<file path="src/shared/irb_pkg.sv">
// package: offsets, field positions, reset values and carrier types of the request bank
package irb_pkg;

  // ----------------------------------------------------------------------
  // register byte addresses (offsets are word indices, byte = 4 x index)
  // ----------------------------------------------------------------------
  localparam logic [11:0] IDX_G1_ENABLE_LOW  = 12'hFC5;
  localparam logic [11:0] IDX_G2_FLAGS       = 12'hFC6;
  localparam logic [11:0] IDX_G2_ENABLE_HIGH = 12'hFC7;
  localparam logic [11:0] IDX_G2_ENABLE_LOW  = 12'hFC8;
  localparam logic [11:0] IDX_G1_ENABLE_HIGH = 12'hFC4;
  localparam logic [11:0] IDX_PORT_SELECT    = 12'hFCE;
  localparam logic [11:0] IDX_CONTROL        = 12'hFCF;
  localparam logic [11:0] IDX_G1_PENDING     = 12'hFD0;
  localparam logic [11:0] IDX_IRQ_STATUS     = 12'hFD1;
  localparam logic [11:0] IDX_IRQ_MASK       = 12'hFD2;
  localparam logic [11:0] IDX_VECTOR         = 12'hFD3;

  localparam logic [13:0] ADDR_G1_ENABLE_LOW  = {IDX_G1_ENABLE_LOW, 2'h0};
  localparam logic [13:0] ADDR_G2_FLAGS       = {IDX_G2_FLAGS, 2'h0};
  localparam logic [13:0] ADDR_G2_ENABLE_HIGH = {IDX_G2_ENABLE_HIGH, 2'h0};
  localparam logic [13:0] ADDR_G2_ENABLE_LOW  = {IDX_G2_ENABLE_LOW, 2'h0};
  localparam logic [13:0] ADDR_G1_ENABLE_HIGH = {IDX_G1_ENABLE_HIGH, 2'h0};
  localparam logic [13:0] ADDR_PORT_SELECT    = {IDX_PORT_SELECT, 2'h0};
  localparam logic [13:0] ADDR_CONTROL        = {IDX_CONTROL, 2'h0};
  localparam logic [13:0] ADDR_G1_PENDING     = {IDX_G1_PENDING, 2'h0};
  localparam logic [13:0] ADDR_IRQ_STATUS     = {IDX_IRQ_STATUS, 2'h0};
  localparam logic [13:0] ADDR_IRQ_MASK       = {IDX_IRQ_MASK, 2'h0};
  localparam logic [13:0] ADDR_VECTOR         = {IDX_VECTOR, 2'h0};

  // ----------------------------------------------------------------------
  // fields and reset values
  // ----------------------------------------------------------------------
  localparam int          G2_RESERVED_BIT   = 7;
  localparam int          G2_TIMER_BIT      = 6;
  localparam int          G2_UART_RX_BIT    = 5;
  localparam int          G2_UART_TX_BIT    = 4;
  localparam int          GLOBAL_ENABLE_BIT = 7;
  localparam int          SEL_PIN5_BIT      = 5;
  localparam logic [7:0]  G2_WRITABLE       = 8'h7F;
  localparam logic [7:0]  SEL_WRITABLE      = 8'h3E;
  localparam logic [7:0]  REG_RESET         = 8'h00;
  localparam logic [1:0]  PRIO_OFF          = 2'h0;
  localparam logic [4:0]  NO_VECTOR         = 5'h1F;
  localparam logic [4:0]  G2_VECTOR_BASE    = 5'h08;
  localparam int          EVT_TAKEN_BIT     = 0;
  localparam int          EVT_ACK_BIT       = 1;
  localparam logic [31:0] BUS_ZERO          = 32'h0000_0000;

  // ----------------------------------------------------------------------
  // carriers
  // ----------------------------------------------------------------------
  typedef struct packed {
    logic [7:0] port_a_pin;
    logic [4:1] port_d_pin;
    logic       voltage_detect;
    logic       comparator0;
    logic       comparator1;
  } irb_g1_src_t;

  typedef struct packed {
    logic       multichannel_timer_request;
    logic       uart_b_receive_request;
    logic       uart_b_transmit_request;
    logic [3:0] port_c_pin_request;
  } irb_g2_src_t;

  typedef struct packed {
    logic       valid;
    logic [4:0] vector;
    logic [1:0] level;
  } irb_core_req_t;

endpackage : irb_pkg

</file>
<file path="src/irb_arbiter.sv">
// module: picks the highest-priority enabled pending request
`timescale 1ns/1ns
`default_nettype none

module irb_arbiter (
  input  wire logic [15:0] pending,
  input  wire logic [15:0] enable_high,
  input  wire logic [15:0] enable_low,
  output logic             found,
  output logic [4:0]       vector,
  output logic [1:0]       level
);

  logic [1:0] code [16];

  // ----------------------------------------------------------------------
  // per-source priority code
  // ----------------------------------------------------------------------
  genvar g;
  generate
    for (g = 0; g < 16; g++) begin : g_code
      assign code[g] = pending[g] ? {enable_high[g], enable_low[g]} : irb_pkg::PRIO_OFF;
    end
  endgenerate

  // lowest index wins among equals: higher level scanned first
  always_comb begin
    found  = 1'b0;
    vector = irb_pkg::NO_VECTOR;
    level  = irb_pkg::PRIO_OFF;
    for (int lv = 3; lv >= 1; lv--) begin
      for (int i = 15; i >= 0; i--) begin
        if (!found && code[i] == 2'(lv)) begin
          vector = 5'(i);
        end
      end
      if (!found && vector != irb_pkg::NO_VECTOR) begin
        found = 1'b1;
        level = 2'(lv);
      end
    end
  end

endmodule : irb_arbiter

`default_nettype wire

</file>
<file path="src/irb_bank.sv">
// module: interrupt request flags and priority enables behind an APB slave
//
// Function
// - a group-two source request sets its flag bit to one
// - global enable on: pending enabled group-two request goes to core vectored
// - global enable off: no core interrupt; flags stay readable for polling
// - group-two bit 6 is the multi-channel timer request flag
// - group-two bit 5 is the second UART receive request flag
// - group-two bit 4 is the second UART transmit request flag
// - group-two bits 3..0 are port C pin 3..0 request flags
// - group-one low enable bit 7: port A pin 7 or voltage detector
// - group-one low enable bit 6: port A pin 6 or comparator 0
// - group-one low enable bit 5: port A pin 5 or comparator 1
// - group-one low enable bits 4..1: shared port A / port D pins
// - high and low enable bits form priority code, 00 disabled
// - global enable set by enable/return/write one, cleared by disable/ack/reset/zero
// - select bits 4..1 pick port A pin (0) or port D pin (1); select bit 5 picks port A pin 5 (0) or comparator 1 (1)
//
// Chosen here: register access over APB.
`timescale 1ns/1ns
`default_nettype none

module irb_bank (
  input  wire logic                   mclk,
  input  wire logic                   rst_n,
  input  wire logic                   psel,
  input  wire logic                   penable,
  input  wire logic                   pwrite,
  input  wire logic [13:0]            paddr,
  input  wire logic [31:0]            pwdata,
  input  wire logic [3:0]             pstrb,
  output logic                        pready,
  output logic [31:0]                 prdata,
  output logic                        pslverr,
  input  wire irb_pkg::irb_g1_src_t   g1_src_raw,
  input  wire irb_pkg::irb_g2_src_t   g2_src_raw,
  input  wire logic                   cpu_enable_int,
  input  wire logic                   cpu_disable_int,
  input  wire logic                   cpu_int_return,
  input  wire logic                   cpu_ack,
  output irb_pkg::irb_core_req_t      core_req,
  output logic                        irq
);

  // ----------------------------------------------------------------------
  // state
  // ----------------------------------------------------------------------
  irb_pkg::irb_g1_src_t g1_meta;
  irb_pkg::irb_g1_src_t g1_sync;
  irb_pkg::irb_g1_src_t g1_prev;
  irb_pkg::irb_g2_src_t g2_meta;
  irb_pkg::irb_g2_src_t g2_sync;
  irb_pkg::irb_g2_src_t g2_prev;
  logic [7:0]  g1_flags;
  logic [7:0]  g2_flags;
  logic [7:0]  g1_en_high;
  logic [7:0]  g1_en_low;
  logic [7:0]  g2_en_high;
  logic [7:0]  g2_en_low;
  logic [7:0]  port_select;
  logic        global_enable;
  logic [1:0]  evt_status;
  logic [1:0]  evt_mask;

  // ----------------------------------------------------------------------
  // bus decode
  // ----------------------------------------------------------------------
  wire        bus_access = psel && penable;
  wire        bus_wr     = bus_access && pwrite && pstrb[0];
  wire [7:0]  wbyte      = pwdata[7:0];
  wire        hit_g1el   = paddr == irb_pkg::ADDR_G1_ENABLE_LOW;
  wire        hit_g1eh   = paddr == irb_pkg::ADDR_G1_ENABLE_HIGH;
  wire        hit_g2f    = paddr == irb_pkg::ADDR_G2_FLAGS;
  wire        hit_g2eh   = paddr == irb_pkg::ADDR_G2_ENABLE_HIGH;
  wire        hit_g2el   = paddr == irb_pkg::ADDR_G2_ENABLE_LOW;
  wire        hit_sel    = paddr == irb_pkg::ADDR_PORT_SELECT;
  wire        hit_ctl    = paddr == irb_pkg::ADDR_CONTROL;
  wire        hit_g1p    = paddr == irb_pkg::ADDR_G1_PENDING;
  wire        hit_st     = paddr == irb_pkg::ADDR_IRQ_STATUS;
  wire        hit_mask   = paddr == irb_pkg::ADDR_IRQ_MASK;
  wire        hit_vec    = paddr == irb_pkg::ADDR_VECTOR;
  wire        hit_any    = hit_g1el | hit_g1eh | hit_g2f | hit_g2eh | hit_g2el | hit_sel
                         | hit_ctl | hit_g1p | hit_st | hit_mask | hit_vec;

  // ----------------------------------------------------------------------
  // source selection and edge detect
  // ----------------------------------------------------------------------
  wire [7:0] g1_line;
  assign g1_line[0]   = g1_sync.port_a_pin[0];
  assign g1_line[4:1] = (g1_sync.port_a_pin[4:1] & ~port_select[4:1])
                      | (g1_sync.port_d_pin & port_select[4:1]);
  assign g1_line[5]   = port_select[irb_pkg::SEL_PIN5_BIT] ? g1_sync.comparator1
                                                           : g1_sync.port_a_pin[5];
  assign g1_line[6]   = g1_sync.port_a_pin[6] | g1_sync.comparator0;
  assign g1_line[7]   = g1_sync.port_a_pin[7] | g1_sync.voltage_detect;

  wire [7:0] g1_prev_line;
  assign g1_prev_line[0]   = g1_prev.port_a_pin[0];
  assign g1_prev_line[4:1] = (g1_prev.port_a_pin[4:1] & ~port_select[4:1])
                           | (g1_prev.port_d_pin & port_select[4:1]);
  assign g1_prev_line[5]   = port_select[irb_pkg::SEL_PIN5_BIT] ? g1_prev.comparator1
                                                                : g1_prev.port_a_pin[5];
  assign g1_prev_line[6]   = g1_prev.port_a_pin[6] | g1_prev.comparator0;
  assign g1_prev_line[7]   = g1_prev.port_a_pin[7] | g1_prev.voltage_detect;

  wire [7:0] g1_rise = g1_line & ~g1_prev_line;
  // request sets flag; bit placement, bit 7 none
  wire [7:0] g2_rise = {1'b0, g2_sync & ~g2_prev};

  // ----------------------------------------------------------------------
  // arbitration toward the core
  // ----------------------------------------------------------------------
  logic       arb_found;
  logic [4:0] arb_vector;
  logic [1:0] arb_level;

  irb_arbiter u_arbiter (
    .pending     ({g2_flags, g1_flags}),
    .enable_high ({g2_en_high, g1_en_high}),
    .enable_low  ({g2_en_low, g1_en_low}),
    .found       (arb_found),
    .vector      (arb_vector),
    .level       (arb_level)
  );

  // vectored only when enabled; silent otherwise
  wire       next_valid  = global_enable && arb_found && !cpu_ack;
  wire [4:0] ack_vector  = core_req.vector;
  wire [15:0] ack_onehot = (core_req.valid && cpu_ack) ? (16'h0001 << ack_vector[3:0])
                                                       : 16'h0000;

  // hold until ack or write clear; set wins
  wire [7:0] g1_wclr     = (bus_wr && hit_g1p) ? wbyte : 8'h00;
  wire [7:0] g2_wclr     = (bus_wr && hit_g2f) ? (~wbyte & irb_pkg::G2_WRITABLE) : 8'h00;
  wire [7:0] g2_wset     = (bus_wr && hit_g2f) ? (wbyte & irb_pkg::G2_WRITABLE) : 8'h00;
  wire [7:0] next_g1     = (g1_flags & ~g1_wclr & ~ack_onehot[7:0]) | g1_rise;
  wire [7:0] next_g2     = ((g2_flags & ~g2_wclr & ~ack_onehot[15:8]) | g2_rise | g2_wset)
                         & irb_pkg::G2_WRITABLE;

  wire ge_wr    = bus_wr && hit_ctl;
  wire next_ge  = (cpu_enable_int || cpu_int_return) ? 1'b1
                : (cpu_disable_int || (core_req.valid && cpu_ack)) ? 1'b0
                : ge_wr ? wbyte[irb_pkg::GLOBAL_ENABLE_BIT]
                : global_enable;

  // ----------------------------------------------------------------------
  // sticky event status (bit 0: vector offered, bit 1: acknowledged)
  // ----------------------------------------------------------------------
  wire [1:0] evt_set    = {core_req.valid && cpu_ack, next_valid && !core_req.valid};
  wire [1:0] evt_clr    = (bus_wr && hit_st) ? wbyte[1:0] : 2'h0;
  wire [1:0] next_evt   = (evt_status & ~evt_clr) | evt_set;
  wire       next_irq   = |(next_evt & evt_mask);

  // ----------------------------------------------------------------------
  // read mux
  // ----------------------------------------------------------------------
  wire [7:0] rd_byte =
      hit_g1el ? g1_en_low :
      hit_g1eh ? g1_en_high :
      hit_g2f  ? g2_flags :
      hit_g2eh ? g2_en_high :
      hit_g2el ? g2_en_low :
      hit_sel  ? port_select :
      hit_ctl  ? {global_enable, 7'h00} :
      hit_g1p  ? g1_flags :
      hit_st   ? {6'h00, evt_status} :
      hit_mask ? {6'h00, evt_mask} :
      hit_vec  ? {1'b0, core_req.level, core_req.vector} :
                 8'h00;

  // ----------------------------------------------------------------------
  // synchronisers
  // ----------------------------------------------------------------------
  always_ff @(posedge mclk) begin
    if (!rst_n) begin
      g1_meta <= '0;
      g1_sync <= '0;
      g1_prev <= '0;
      g2_meta <= '0;
      g2_sync <= '0;
      g2_prev <= '0;
    end else begin
      g1_meta <= g1_src_raw;
      g1_sync <= g1_meta;
      g1_prev <= g1_sync;
      g2_meta <= g2_src_raw;
      g2_sync <= g2_meta;
      g2_prev <= g2_sync;
    end
  end

  // ----------------------------------------------------------------------
  // flags, enables and control
  // ----------------------------------------------------------------------
  always_ff @(posedge mclk) begin
    if (!rst_n) begin
      g1_flags      <= irb_pkg::REG_RESET;
      g2_flags      <= irb_pkg::REG_RESET;
      g1_en_high    <= irb_pkg::REG_RESET;
      g1_en_low     <= irb_pkg::REG_RESET;
      g2_en_high    <= irb_pkg::REG_RESET;
      g2_en_low     <= irb_pkg::REG_RESET;
      port_select   <= irb_pkg::REG_RESET;
      global_enable <= 1'b0;
    end else begin
      g1_flags      <= next_g1;
      g2_flags      <= next_g2;
      global_enable <= next_ge;
      if (bus_wr && hit_g1el) begin
        g1_en_low <= wbyte;
      end
      if (bus_wr && hit_g1eh) begin
        g1_en_high <= wbyte;
      end
      if (bus_wr && hit_g2eh) begin
        g2_en_high <= wbyte;
      end
      if (bus_wr && hit_g2el) begin
        g2_en_low <= wbyte;
      end
      if (bus_wr && hit_sel) begin
        port_select <= wbyte & irb_pkg::SEL_WRITABLE;
      end
    end
  end

  // ----------------------------------------------------------------------
  // core request, interrupt line and bus answer
  // ----------------------------------------------------------------------
  always_ff @(posedge mclk) begin
    if (!rst_n) begin
      core_req   <= '0;
      evt_status <= 2'h0;
      evt_mask   <= 2'h0;
      irq        <= 1'b0;
      pready     <= 1'b0;
      prdata     <= irb_pkg::BUS_ZERO;
      pslverr    <= 1'b0;
    end else begin
      core_req.valid  <= next_valid;
      core_req.vector <= next_valid ? arb_vector : irb_pkg::NO_VECTOR;
      core_req.level  <= next_valid ? arb_level : irb_pkg::PRIO_OFF;
      evt_status      <= next_evt;
      irq             <= next_irq;
      if (bus_wr && hit_mask) begin
        evt_mask <= wbyte[1:0];
      end
      pready  <= psel && !penable;
      pslverr <= psel && !penable && !hit_any;
      prdata  <= (psel && !penable && !pwrite) ? {24'h000000, rd_byte} : irb_pkg::BUS_ZERO;
    end
  end

endmodule : irb_bank

`default_nettype wire
</file>
<file path="config.mk">
export PLATFORM = sky130hd
export DESIGN_NAME = irb_bank
export DESIGN_NICKNAME = d
export VERILOG_FILES = /design/src/shared/irb_pkg.sv /design/src/irb_arbiter.sv /design/src/irb_bank.sv
export SDC_FILE = /design/constraint.sdc
export NUM_CORES = 1
export LEC_CHECK = 0
export ABC_AREA = 1
export BUFFER_PORTS_ARGS = -buffer_cell sky130_fd_sc_hd__buf_2
export CORE_MARGIN = 2
export CORE_UTILIZATION = 25
export DETAILED_ROUTE_END_ITERATION = 8
export GPL_ROUTABILITY_DRIVEN = 0
export PLACE_DENSITY_LB_ADDON = 0.15
export SLEW_MARGIN = 20
export SYNTH_ARGS = -nofsm -noshare
export SYNTH_HDL_FRONTEND = slang
export SYNTH_SLANG_ARGS = --single-unit
</file>
<file path="constraint.sdc">
create_clock -name mclk -period 5.3 [get_ports mclk]
set_input_delay 0.795 -clock mclk [delete_from_list [all_inputs] [get_ports mclk]]
set_output_delay 0.795 -clock mclk [all_outputs]
set_load 0.02 [all_outputs]
</file>
==> flow_metrics.tcl <==
set metrics [dict create \
    root_buffer "clkbuf_16" \
    synthCells 888 \
    fin_area_um2 7650 \
    async_reset_ff_share_pct 0 \
    slew_viol_final 0 \
    clock.fmax_mhz 280 \
    rows 58 \
    final_antenna_net_count 0 \
    cp_data_arrival_time_ns 3.84 \
    cp-start-kind "register" \
    netlist_top_cells_area "dfxtp_1 44%, nand2_1 11%, inv_1 9.3%" \
    yosysSeqAreaShare_pct 43.9 \
    cpMaxStageDelayCell "dfxtp_1" \
    cts_made_buffers 17 \
    insertion_delay_ns 0.42 \
    crit_type "reg -> reg" \
    clockPowerShare_pct 49.1 \
    power_frac_comb_pct 4.9 \
    post-place-ws_ns 1.45 \
    antenna_found_initial 0 \
    area_delta_synth_final_pct 18.2 \
    cts_max_level 4 \
    post_dp_cell_area_um2 7050 \
    cts_tree "built" \
    path_common_cell "nand2_1" \
    hold_class "reg -> reg" \
    worst_slew_pin_slew_ns 0.984 \
    start_util_pct 25.5 \
    num_antenna_cells 0 \
    switching_power_mw 0.632 \
    syn_avg_cell_area_um2 7.28 \
    cts_buffer_depth 2 \
    drc_errors 0 \
    track_usage_pct 14.6 \
    grt_pass1_vias 5338 \
    yosysTopAreaCellShare_pct 43.9 \
    switching_share_pct 25.9 \
    grt.overflow.total 0 \
    core_area_um2 25300 \
    die_h_um 165 \
    path_delay_family "simple AND/OR/NAND/NOR gates" \
    postCtsResizedCells 0 \
    drt_iter0_drc 377 \
    yosysUniqueCellTypes 44 \
    dp_hpwl_um 14800 \
    wl_per_cell_um 14.8 \
    min_period_ns 3.57 \
    fin_ws_ns 1.73 \
    setup_viol 0 \
    synth_edf_count 0 \
    io_pins 124 \
    intPower_mw 1.81 \
    postCtsSetupBuffers 0 \
    drv_cap 0 \
    ys.flop_type "dfxtp_1" \
    status "finished clean" \
    setup_tns_ns 0 \
    vdd_drop_max_mv 0.180 \
    firstDrtPassIters 5 \
    critPathBufInv 0 \
    ys_ff_latch 142 \
    wirelength_um 19200 \
    netlist_area_um2 6470 \
    port_buffers 72 \
    die_area_um2 27200 \
    period_share_pct 67.3 \
    nets 1038 \
    sequentialPowerShare_pct 46.0 \
    num_vias 5649 \
    final_common_cell "nand2_1" \
    cts_hold_buf 0 \
    cpPeakStageDelay_ns 0.46 \
    rsz0062_at_grt "false" \
    fp.dieW_um 165 \
    skew_ns 0.0102 \
    p_leak_nw 3.74 \
    crit_required_ns 5.58 \
    grt_pass1_wl_um 29700 \
    clock-sinks 142 \
    path_clk_slew_ns 0.07 \
    vias_per_cell 4.35 \
    yosysTopAreaCell "dfxtp_1" \
    grt_max_degree 107 \
    final_cell_mix "181 x nand2_1, 160 x inv_1, 142 x dfxtp_1" \
    drive_gt1_share_pct 15.5 \
    slew_headroom_pct 34.2 \
    power.density_nw_per_um2 319 \
    ys.warnings.count 0 \
    crit_fanout 4 \
    hold_ws_ns 0.405 \
    end_kind "register" \
    hold_viol 0 \
]
area by class of cell:
type                       instances  area, um^2
clock buffer                      17         425
clock inverter                    15         166
fill                            2755       17700
inverter                         174         656
multi-input combinational        549        2770
sequential                       142        2840
tap                              330         413
timing repair buffer              73         374
worst paths after layout:
kind / to / startpoint / cells past startpoint / slack [ns]
max: ack_vector[0]$_SDFF_PN0_ / g2_flags[6]$_SDFF_PN0_ / 45 / 1.73
min: g2_sync[3]$_SDFF_PN0_ / g2_meta[3]$_SDFF_PN0_ / 2 / 0.40
max reg2reg: ack_vector[0]$_SDFF_PN0_ / g2_flags[6]$_SDFF_PN0_ / 45 / 1.73
min reg2reg: g2_sync[3]$_SDFF_PN0_ / g2_meta[3]$_SDFF_PN0_ / 2 / 0.40
logic make-up after synthesis:
group / share of synthesized area, %
buffers and inverters: 14.5
AO/OA/AOI/OAI: 18.4
flip-flops: 43.9
other: 0.0580
AND/OR/NAND/NOR: 23.0
per-layer routing:
layer	global-route usage, %	share of wire [%]	vias up	wire length, um
li1	-	-	2953	-
met1	19.1	46	2547	8890
met2	24.4	47	131	9080
met3	3.14	4.9	18	944
met4	3.83	1.4	0	266
met5	0	0	-	0
metrics by stage:
step                power [mW]  instances  util [%]
finish                    2.44       1300      30.2
floorplan                 1.22        911         -
CTS                       2.48       1300      30.2
detailed placement        1.27       1268      27.8
global placement          1.27       1268      27.8
global route              2.54       1300      30.2
registers in the layout, summed over array words and instances, names as in the netlist:
signal / flops
ack_vector: 5
g2_flags: 7
core_req: 3
g1_flags: 8
g2_prev: 7
g2_meta: 7
g1_sync: 14
g1_prev: 15
evt_status: 2
g2_sync: 7
pready: 1
port_select: 5
g1_en_high: 8
global_enable: 1
g2_en_high: 8
g1_meta: 15
prdata: 8
g1_en_low: 8
g2_en_low: 8
g1_line: 1
evt_mask: 2
pslverr: 1
irq: 1
power by group through the flow:
stage               combinational (mW)  sequential, mW  clock (mW)
floorplan                       0.0854            1.14           0
global placement                 0.121            1.14           0
detailed placement               0.121            1.14           0
CTS                              0.122            1.12        1.23
global route                     0.137            1.12        1.28
finish                           0.120            1.12        1.20
synthesized netlist by cell type (11+ instances only):
| cell type | instances |
|---|---|
| nand3_1 | 26 |
| o21ai_0 | 73 |
| clkbuf_1 | 20 |
| nand2_1 | 181 |
| inv_2 | 11 |
| a21oi_1 | 68 |
| dfxtp_1 | 142 |
| o221ai_1 | 20 |
| buf_4 | 24 |
| o211ai_1 | 11 |
| inv_1 | 160 |
| nor2_1 | 61 |
worst register-to-register path, delay by kind of cell, from the launching register on:
kind,cells,cell delay [ns]
AO/OA/AOI/OAI,1,0.07
flip-flops,1,0.46
AND/OR/NAND/NOR,44,2.89
No activity file was read; power rests on OpenSTA's default activity.
